### src/core/mcwh_params.svh
`ifndef MCWH_PARAMS_SVH
`define MCWH_PARAMS_SVH
// ----------------------------------------
// Word indexes of the ten-word images
// ----------------------------------------
`define MCWH_W_CFG_A 4'h0
`define MCWH_W_CFG_B 4'h1
`define MCWH_W_SPD_HI 4'h2
`define MCWH_W_SPD_LO 4'h3
`define MCWH_W_STEPS 4'h4
`define MCWH_W_ZERO 4'h5
`define MCWH_W_ENC_RES 4'h6
`define MCWH_W_IDLE 4'h7
`define MCWH_W_CURR 4'h8
`define MCWH_W_STATUS 4'h9
// ----------------------------------------
// Field positions, word A
// ----------------------------------------
`define MCWH_A_MODE 15
`define MCWH_A_STALL 13
`define MCWH_A_ENC 10
`define MCWH_A_RSVD_MASK 16'h13c0
// ----------------------------------------
// Field positions, word B
// ----------------------------------------
`define MCWH_B_IGNORED 15
`define MCWH_B_READBACK 11
`define MCWH_B_PERSIST 10
`define MCWH_B_RPT_FMT 9
`define MCWH_B_PRM_FMT 8
`define MCWH_B_ORDER 7
`define MCWH_B_IN2_POL 1
`define MCWH_B_IN1_POL 0
`define MCWH_B_RSVD_MASK 16'h707c
// ----------------------------------------
// Values and ranges
// ----------------------------------------
`define MCWH_SAVE_OK 16'haaaa
`define MCWH_SAVE_FAIL 16'heeee
`define MCWH_FUNC_GP 3'h0
`define MCWH_FUNC_BAD 3'h7
`define MCWH_SPD_LO_MAX 16'h03e7
`define MCWH_STEPS_MIN 16'h00c8
`define MCWH_STEPS_MAX 16'h7fff
`define MCWH_RES_1K 16'h0400
`define MCWH_RES_2K 16'h0800
`define MCWH_RES_4K 16'h1000
`define MCWH_IDLE_MAX 16'h0064
`define MCWH_CURR_MIN 16'h0001
`define MCWH_CURR_MAX 16'h0022
`define MCWH_RESET_WORD 16'h0000
`endif

### src/core/mcwh_pkg.sv
package mcwh_pkg;
  typedef enum logic [2:0] {
    MCWH_RUN  = 3'b001,
    MCWH_SAVE = 3'b010,
    MCWH_HALT = 3'b100
  } mcwh_state_e;
  typedef logic [15:0] mcwh_word_t;
endpackage

### src/core/mcwh_handler.sv
// What this block does
// - Top bit of config word B is ignored whatever its value.
// - Read-back on entry shows held config; writes refused while read-back set.
// - Persist bit rising edge: validate config, then write it to flash.
// - Invalid config: persist edge ignored, no flash write.
// - Flash success: last input word AAAA, status indicator flashes green.
// - Flash failure: last input word EEEE, status indicator flashes red.
// - After save response, no further host commands until power cycle.
// - Report format bit: zero split multi-word, one signed 32-bit.
// - Parameter format bit: zero split multi-word, one signed 32-bit.
// - Word order bit used only if a format bit is one; one is big-endian.
// - Input polarity bits: zero active without current, one active with current.
// - New idle current takes effect when first later move completes.
// - Config mode: input words 0-8 mirror config, word five zero.
// - Config mode: input word nine zero unless reporting save outcome.
// - Invalid config: stay in command mode, flag config error in word zero.
// - Word zero bit 13: stall enable in config mode, error in command mode.
// - Any reserved config bit set makes config invalid.
// - Any parameter out of range, e.g. speed lower word over 999, invalid.
// - Both inputs same function invalid, except both general purpose.
// - Stall detection without encoder in use invalid.
// - Input function code 111 invalid.
// - Encoder-in-use is word A bit 10; stall needs it set.
`include "mcwh_params.svh"
module mcwh_handler
  import mcwh_pkg::*;
#(
  parameter int NWORDS = 10
)(
  // Clock and reset
  input wire logic clk_sys,
  input wire logic rst_n,
  // Cyclic output image from host
  input wire logic frame_valid,
  input wire logic [15:0] out_word [NWORDS],
  // Cyclic input image to host
  output logic [15:0] in_word [NWORDS],
  output logic config_mode,
  // Flash store port
  output logic flash_req,
  output logic [15:0] flash_data [NWORDS],
  input wire logic flash_done,
  input wire logic flash_ok,
  // Status indicator
  output logic led_flash_green,
  output logic led_flash_red,
  // Applied configuration
  output logic report_fmt_32,
  output logic param_fmt_32,
  output logic word_order_big,
  output logic input_one_polarity,
  output logic input_two_polarity,
  output logic stall_enable,
  output logic encoder_enable,
  // Idle current hand-off
  input wire logic move_done,
  output logic [15:0] idle_current
);

  // ----------------------------------------
  // Validity check of a ten-word image
  // ----------------------------------------
  function automatic logic cfg_valid(input logic [15:0] w [NWORDS]);
    logic ok;
    logic [2:0] f1;
    logic [2:0] f2;
    logic enc;
    ok = 1'b1;
    f1 = w[`MCWH_W_CFG_A][2:0];
    f2 = w[`MCWH_W_CFG_A][5:3];
    enc = w[`MCWH_W_CFG_A][`MCWH_A_ENC];
    if ((w[`MCWH_W_CFG_A] & `MCWH_A_RSVD_MASK) != 16'h0000) ok = 1'b0;
    if ((w[`MCWH_W_CFG_B] & `MCWH_B_RSVD_MASK) != 16'h0000) ok = 1'b0;
    if (w[`MCWH_W_ZERO] != 16'h0000) ok = 1'b0;
    if (w[`MCWH_W_STATUS] != 16'h0000) ok = 1'b0;
    if (w[`MCWH_W_SPD_LO] > `MCWH_SPD_LO_MAX) ok = 1'b0;
    if (w[`MCWH_W_STEPS] < `MCWH_STEPS_MIN) ok = 1'b0;
    if (w[`MCWH_W_STEPS] > `MCWH_STEPS_MAX) ok = 1'b0;
    if (w[`MCWH_W_IDLE] > `MCWH_IDLE_MAX) ok = 1'b0;
    if (w[`MCWH_W_CURR] < `MCWH_CURR_MIN) ok = 1'b0;
    if (w[`MCWH_W_CURR] > `MCWH_CURR_MAX) ok = 1'b0;
    if (enc && w[`MCWH_W_ENC_RES] != `MCWH_RES_1K && w[`MCWH_W_ENC_RES] != `MCWH_RES_2K
        && w[`MCWH_W_ENC_RES] != `MCWH_RES_4K)
      ok = 1'b0;
    if (f1 == f2 && f1 != `MCWH_FUNC_GP) ok = 1'b0;
    if (f1 == `MCWH_FUNC_BAD || f2 == `MCWH_FUNC_BAD) ok = 1'b0;
    if (w[`MCWH_W_CFG_A][`MCWH_A_STALL] && !enc) ok = 1'b0;
    return ok;
  endfunction

  // ----------------------------------------
  // State
  // ----------------------------------------
  mcwh_state_e state;
  mcwh_state_e next_state;
  logic [15:0] held [NWORDS];
  logic [15:0] next_held [NWORDS];
  logic [15:0] prev_b;
  logic [15:0] next_prev_b;
  logic prev_mode;
  logic next_prev_mode;
  logic readback;
  logic next_readback;
  logic cfg_err;
  logic next_cfg_err;
  logic next_config_mode;
  logic [15:0] status_word;
  logic [15:0] next_status_word;
  logic next_flash_req;
  logic next_led_green;
  logic next_led_red;
  logic idle_pending;
  logic next_idle_pending;
  logic [15:0] next_idle_current;
  logic [15:0] w_b;
  logic frame_ok;
  logic persist_edge;

  // Ignored top bit is dropped before anything but the validity check looks at word B
  always_comb
  begin
    w_b = out_word[`MCWH_W_CFG_B];
    w_b[`MCWH_B_IGNORED] = 1'b0;
  end

  assign frame_ok = cfg_valid(out_word);
  assign persist_edge = w_b[`MCWH_B_PERSIST] && !prev_b[`MCWH_B_PERSIST];

  always_comb
  begin
    next_state = state;
    next_held = held;
    next_prev_b = prev_b;
    next_prev_mode = prev_mode;
    next_readback = readback;
    next_cfg_err = cfg_err;
    next_config_mode = config_mode;
    next_status_word = status_word;
    next_flash_req = 1'b0;
    next_led_green = led_flash_green;
    next_led_red = led_flash_red;
    next_idle_pending = idle_pending;
    next_idle_current = idle_current;
    // Move end applies the pending value first so a new frame can set it again
    if (idle_pending && move_done)
    begin
      next_idle_current = held[`MCWH_W_IDLE];
      next_idle_pending = 1'b0;
    end
    unique case (state)
      MCWH_RUN:
      begin
        if (frame_valid)
        begin
          next_prev_b = w_b;
          next_prev_mode = out_word[`MCWH_W_CFG_A][`MCWH_A_MODE];
          if (!out_word[`MCWH_W_CFG_A][`MCWH_A_MODE])
          begin
            next_config_mode = 1'b0;
            next_readback = 1'b0;
          end
          else if (w_b[`MCWH_B_READBACK])
          begin
            // Held image shown, new words refused
            if (!prev_mode)
            begin
              next_readback = 1'b1;
              next_config_mode = 1'b1;
            end
          end
          else if (frame_ok)
          begin
            next_readback = 1'b0;
            next_config_mode = 1'b1;
            next_cfg_err = 1'b0;
            next_status_word = `MCWH_RESET_WORD;
            for (int i = 0; i < NWORDS; i++)
              next_held[i] = out_word[i];
            next_held[`MCWH_W_CFG_B] = w_b;
            if (out_word[`MCWH_W_IDLE] != held[`MCWH_W_IDLE])
              next_idle_pending = 1'b1;
            if (persist_edge)
            begin
              next_flash_req = 1'b1;
              next_state = MCWH_SAVE;
            end
          end
          else
          begin
            // Invalid words: persist edge dropped, stay in command mode
            next_config_mode = 1'b0;
            next_cfg_err = 1'b1;
            next_readback = 1'b0;
          end
        end
      end
      MCWH_SAVE:
      begin
        if (flash_done)
        begin
          next_state = MCWH_HALT;
          next_status_word = flash_ok ? `MCWH_SAVE_OK : `MCWH_SAVE_FAIL;
          next_led_green = flash_ok;
          next_led_red = !flash_ok;
        end
      end
      MCWH_HALT:
      begin
        // Frames ignored until power cycle
        next_state = MCWH_HALT;
      end
    endcase
  end

  always_ff @(posedge clk_sys or negedge rst_n)
  begin
    if (!rst_n)
    begin
      state <= MCWH_RUN;
      for (int i = 0; i < NWORDS; i++)
        held[i] <= `MCWH_RESET_WORD;
      prev_b <= `MCWH_RESET_WORD;
      prev_mode <= 1'b0;
      readback <= 1'b0;
      cfg_err <= 1'b0;
      config_mode <= 1'b0;
      status_word <= `MCWH_RESET_WORD;
      flash_req <= 1'b0;
      led_flash_green <= 1'b0;
      led_flash_red <= 1'b0;
      idle_pending <= 1'b0;
      idle_current <= `MCWH_RESET_WORD;
    end
    else
    begin
      state <= next_state;
      held <= next_held;
      prev_b <= next_prev_b;
      prev_mode <= next_prev_mode;
      readback <= next_readback;
      cfg_err <= next_cfg_err;
      config_mode <= next_config_mode;
      status_word <= next_status_word;
      flash_req <= next_flash_req;
      led_flash_green <= next_led_green;
      led_flash_red <= next_led_red;
      idle_pending <= next_idle_pending;
      idle_current <= next_idle_current;
    end
  end

  // ----------------------------------------
  // Input image and applied settings
  // ----------------------------------------
  logic [15:0] next_in_word [NWORDS];

  always_comb
  begin
    for (int i = 0; i < NWORDS; i++)
      next_in_word[i] = 16'h0000;
    if (next_config_mode)
    begin
      for (int i = 0; i < NWORDS; i++)
        next_in_word[i] = next_held[i];
      next_in_word[`MCWH_W_ZERO] = 16'h0000;
      next_in_word[`MCWH_W_STATUS] = next_status_word;
    end
    else
      next_in_word[`MCWH_W_CFG_A][`MCWH_A_STALL] = next_cfg_err;
  end

  always_ff @(posedge clk_sys or negedge rst_n)
  begin
    if (!rst_n)
      for (int i = 0; i < NWORDS; i++)
        in_word[i] <= 16'h0000;
    else
      in_word <= next_in_word;
  end

  always_comb
  begin
    report_fmt_32 = held[`MCWH_W_CFG_B][`MCWH_B_RPT_FMT];
    param_fmt_32 = held[`MCWH_W_CFG_B][`MCWH_B_PRM_FMT];
    word_order_big = (report_fmt_32 || param_fmt_32)
      && held[`MCWH_W_CFG_B][`MCWH_B_ORDER];
    input_one_polarity = held[`MCWH_W_CFG_B][`MCWH_B_IN1_POL];
    input_two_polarity = held[`MCWH_W_CFG_B][`MCWH_B_IN2_POL];
    stall_enable = held[`MCWH_W_CFG_A][`MCWH_A_STALL];
    encoder_enable = held[`MCWH_W_CFG_A][`MCWH_A_ENC];
    flash_data = held;
  end

  // ----------------------------------------
  // Checks
  // ----------------------------------------
  property p_save_ok;
    @(posedge clk_sys) disable iff (!rst_n)
    (state == MCWH_SAVE && flash_done && flash_ok) |=>
      in_word[`MCWH_W_STATUS] == `MCWH_SAVE_OK && led_flash_green && !led_flash_red;
  endproperty
  a_save_ok: assert property (p_save_ok) else $error("save success not reported");

  property p_save_fail;
    @(posedge clk_sys) disable iff (!rst_n)
    (state == MCWH_SAVE && flash_done && !flash_ok) |=>
      in_word[`MCWH_W_STATUS] == `MCWH_SAVE_FAIL && led_flash_red && !led_flash_green;
  endproperty
  a_save_fail: assert property (p_save_fail) else $error("save failure not reported");

  property p_halt_frozen;
    @(posedge clk_sys) disable iff (!rst_n)
    state == MCWH_HALT |=> state == MCWH_HALT && $stable(in_word[0]) && !flash_req;
  endproperty
  a_halt_frozen: assert property (p_halt_frozen) else $error("acted after save");

  property p_invalid_no_flash;
    @(posedge clk_sys) disable iff (!rst_n)
    (state == MCWH_RUN && frame_valid && !w_b[`MCWH_B_READBACK] && !frame_ok)
      |=> !flash_req && !config_mode;
  endproperty
  a_invalid_no_flash: assert property (p_invalid_no_flash) else $error("invalid accepted");

  property p_persist_req;
    @(posedge clk_sys) disable iff (!rst_n)
    (state == MCWH_RUN && frame_valid && out_word[0][`MCWH_A_MODE] && !w_b[`MCWH_B_READBACK]
      && frame_ok && persist_edge) |=> flash_req ##1 !flash_req;
  endproperty
  a_persist_req: assert property (p_persist_req) else $error("no flash request");

  property p_err_bit;
    @(posedge clk_sys) disable iff (!rst_n)
    (state == MCWH_RUN && frame_valid && out_word[0][`MCWH_A_MODE] && !w_b[`MCWH_B_READBACK]
      && !frame_ok) |=> in_word[0][`MCWH_A_STALL] && !in_word[0][`MCWH_A_MODE];
  endproperty
  a_err_bit: assert property (p_err_bit) else $error("config error not flagged");

  property p_word5_zero;
    @(posedge clk_sys) disable iff (!rst_n)
    config_mode |-> in_word[`MCWH_W_ZERO] == 16'h0000 && in_word[1][`MCWH_B_IGNORED] == 1'b0;
  endproperty
  a_word5_zero: assert property (p_word5_zero) else $error("word five not zero");

  property p_readback_refuse;
    @(posedge clk_sys) disable iff (!rst_n)
    (state == MCWH_RUN && frame_valid && out_word[0][`MCWH_A_MODE] && w_b[`MCWH_B_READBACK])
      |=> $stable(held[`MCWH_W_STEPS]) && !flash_req;
  endproperty
  a_readback_refuse: assert property (p_readback_refuse) else $error("write while read-back");

  property p_idle_late;
    @(posedge clk_sys) disable iff (!rst_n)
    !move_done |=> $stable(idle_current);
  endproperty
  a_idle_late: assert property (p_idle_late) else $error("idle current changed early");

  property p_idle_pending_kept;
    @(posedge clk_sys) disable iff (!rst_n)
    (state == MCWH_RUN && frame_valid && out_word[0][`MCWH_A_MODE] && !w_b[`MCWH_B_READBACK]
      && frame_ok && out_word[`MCWH_W_IDLE] != held[`MCWH_W_IDLE]) |=> idle_pending;
  endproperty
  a_idle_pending_kept: assert property (p_idle_pending_kept) else $error("idle update lost");

  property p_status_zero;
    @(posedge clk_sys) disable iff (!rst_n)
    (config_mode && state != MCWH_HALT) |-> in_word[`MCWH_W_STATUS] == 16'h0000;
  endproperty
  a_status_zero: assert property (p_status_zero) else $error("word nine not zero");

  c_accept: cover property (@(posedge clk_sys) disable iff (!rst_n) !config_mode ##1 config_mode);
  c_save_ok: cover property (@(posedge clk_sys) disable iff (!rst_n) $rose(led_flash_green));
  c_save_fail: cover property (@(posedge clk_sys) disable iff (!rst_n) $rose(led_flash_red));
  c_error: cover property (@(posedge clk_sys) disable iff (!rst_n) $rose(cfg_err));
  c_readback: cover property (@(posedge clk_sys) disable iff (!rst_n) $rose(readback));

endmodule

### config.mk
export PLATFORM = sky130hd
export DESIGN_NAME = mcwh_handler
export DESIGN_NICKNAME = d
export VERILOG_FILES = /design/src/core/mcwh_pkg.sv /design/src/core/mcwh_handler.sv
export VERILOG_INCLUDE_DIRS = /design/src /design/src/core
export SDC_FILE = /design/constraint.sdc
export NUM_CORES = 1
export LEC_CHECK = 0
export BUFFER_PORTS_ARGS = -buffer_cell sky130_fd_sc_hd__buf_2
export CORE_MARGIN = 2
export CORE_UTILIZATION = 32
export DETAILED_ROUTE_END_ITERATION = 16
export HOLD_SLACK_MARGIN = 0.02
export PLACE_DENSITY = 0.67
export SLEW_MARGIN = 0
export SYNTH_ARGS = -nofsm -noshare
export SYNTH_HDL_FRONTEND = slang
export SYNTH_SLANG_ARGS = --single-unit
### constraint.sdc
create_clock -name clk_sys -period 2.39 [get_ports clk_sys]
set_clock_uncertainty 0.2 [all_clocks]
set_input_delay 0.478 -clock clk_sys [delete_from_list [all_inputs] [get_ports clk_sys]]
set_output_delay 0.478 -clock clk_sys [all_outputs]
set_load 0.02 [all_outputs]
==> out/results.ini <==
[die]
die-area_um2 = 40270
core-area_um2 = 38380
ios = 513
die_h_um = 200.7
fp.dieW_um = 200.7
rows = 72
start_util = 0.3226

[clocking]
cts_tree = built
clockBufferDepth = 3
htreeDepth = 2
clockRootBuffer = clkbuf_16
cts_buffers = 38
clkLatencyLatePin_ns = 0.54
cts.clk_slew.worst_paths_ns = 0.06
clock_sinks = 347

[detailed_routing]
wl_per_cell_um = 18.43
routed_wl_mm = 41.36
first_iter_violations = 398
first_pass_iters = 5
drc_errors = 0
vias = 10251
antenna_left = 0
viasPerCell = 4.568

[pwr]
power.internal_w = 0.009735
ir_drop_mv = 0.7330
seqPwrFrac = 0.468
p_clk_frac = 0.471
swShare = 0.2260
leakage_nw = 10.64
combPwrFrac = 0.061
switchingPower_w = 0.002842
power_density_nw_per_um2 = 679.9

[synth]
syn_inst = 1053
ys.flop_type = dfrtp_1
synthTopCellsByArea = dfrtp_1, nand2_1, and2_1
synth_top_cell_by_area = dfrtp_1
synth.top_cell.area_share = 0.6994
synth_edf_count = 0
synth-seq-cells = 347
synth_cell_type_count = 47
ys_seq_area_frac = 0.7015
synthArstFlopShare = 1.000
syn_area_um2 = 12380
yosysWarnings = 0
syn_avg_cell_area_um2 = 11.76

[hold_path]
min_path_cells = 4
hold_end = flash_data[51]
hold_path.class = in -> reg
min_from = out_word[51]

[placed_design]
place_congestion = 0.9146
dpl_worst_slack_ns = -0.7026
dp_hpwl_mm = 28.63
io_buffer_count = 495

[worst_setup_path]
critPathCaptureType = register
r2r_slack_ns = 0.008
crit_fanout = 8
reg2reg_from = state[0]
r2r_cells = 9
crit_required_ns = 2.63
path_class = reg -> reg
arrival_ns = 2.62
start_kind = register
r2r_end = in_word[59]

[cells_and_area]
finalNetCount = 1863
final_core_util = 0.4820
syn2layout_area_growth_pct = 49.42
final_common_cell = buf_2
drive_above_1_share = 0.4383
layout_common_cells = buf_2, dfrtp_1, nand2_1

[global_route]
grt_pass1_vias = 10435
grt.total_usage = 0.1929
antenna_found_initial = 4
grt_pass1_wl_mm = 59.98
grt_start_max_net_pins = 89
grt-ovfl-total = 0

[sta]
period_share = 0.9965
setup_viol = 0
drv_slew = 0
hold_viol = 0
fin_tns_setup_ns = 0
fmax_ghz = 0.4199
finalCriticalPeriod_ns = 2.382
setup_ws_ns = 0.008304
rsz0062_at_grt = true

[flow_run]
maxCapViolations = 0

[run_status]
status = finished clean

[stage by stage]
step	std cells	hold slack, ns	total power (W)	instance area (um^2)
finish	2244	0.07599	0.01258	18500
global route	2244	0.06028	0.01302	18500
CTS	2229	0.03492	0.01267	17990
detailed placement	2107	0.2571	0.006633	16110
global placement	2107	0.2487	0.006625	16110
floorplan	1068	-0.01759	0.006158	12440
[flip-flops by register name, summed over array words and instances, names as in the netlist]
name	flops
flash_req	1
status_word	16
idle_pending	1
flash_data	159
idle_current	16
config_mode	1
prev_mode	1
encoder_enable	1
in_word	144
state	3
cfg_err	1
prev_b	1
led_flash_red	1
led_flash_green	1
[cells by family (layout without fill, tap and decap cells)]
family / count (synthesis) / in the layout / share of synthesized area
DFF: 347 / 347 / 0.7015
other: 1 / 17 / 0.0003029
muxes: 19 / 19 / 0.01718
AOI/OAI and AO/OA: 118 / 118 / 0.05286
xor gates and xnor gates: 19 / 19 / 0.01344
and+or+nand+nor: 471 / 471 / 0.1813
buffers and inverters: 78 / 735 / 0.03335
[cell type report]
cell class / count / area (um^2)
Antenna cell: 1 / 2.502
Clock buffer: 53 / 1159
Clock inverter: 15 / 141.4
Fill cell: 3435 / 19880
Inverter: 8 / 37.54
Multi-Input combinational cell: 643 / 3617
Sequential cell: 347 / 8685
Tap cell: 518 / 648.1
Timing Repair Buffer: 659 / 4208
[what timing repair did]
action                                  in CTS  in global routing
hold buffers                                54                  0
gates resized for setup                      8                 70
hold endpoints to repair                   141                  0
cloned                                       0                 10
pin swaps                                    0                 15
endpoints found under the setup margin     168                165
buffers inserted                             0                  5
[how the worst max path moves through the flow]
stage                       start           end  slack [ns]  cells after the start
floorplan            out_word[11]   in_word[46]     0.00009                      8
global placement    out_word[151]  in_word[142]       -0.69                     12
detailed placement  out_word[151]  in_word[156]       -0.70                     12
CTS                      state[0]   in_word[47]       0.002                      8
global route             state[0]  in_word[116]       -0.03                      9
finish                   state[0]   in_word[59]       0.008                      9
[cells in the mapped netlist (2+ instances only)]
master,n
xor2_1,3
nand4_1,9
nand3_1,5
buf_6,2
a21o_1,10
clkbuf_1,29
o22ai_1,2
and3_1,15
nand2b_1,2
nand2_1,266
buf_2,8
a31oi_1,5
buf_1,5
and2_1,118
buf_4,25
nor4_1,23
nor2_1,17
nor3_1,6
a211oi_1,2
o21ai_0,4
xnor2_1,16
a21oi_1,87
dfrtp_1,346
mux2_2,18
nand3b_1,2
inv_1,7
[power groups by stage]
stage | clock (W) | sequential (W) | combinational [W]
3_3_place_gp | 0 | 0.00599 | 0.000630
3_5_place_dp | 0 | 0.00599 | 0.000638
5_1_grt | 0.00630 | 0.00589 | 0.000834
4_1_cts | 0.00607 | 0.00589 | 0.000714
6_report | 0.00592 | 0.00589 | 0.000767
2_1_floorplan | 0 | 0.00600 | 0.000158
[per-layer routing]
| metal | GRT usage | wire length (um) |
|---|---|---|
| met1 | 0.2362 | 16700 |
| met3 | 0.05844 | 3114 |
| met2 | 0.3192 | 19750 |
| met4 | 0.07857 | 1752 |
| met5 | 0 | 37 |
[critical path, cell delays in order (launching register included)]
cell and delay, ns:
dfstp_2 0.53, or3b_4 0.38, buf_4 0.15, nor2_2 0.08, buf_6 0.13, and3_4 0.23
buf_4 0.16, clkbuf_16 0.16, nand2_1 0.08, a21oi_1 0.18
Power figures use the tool's default switching activity.
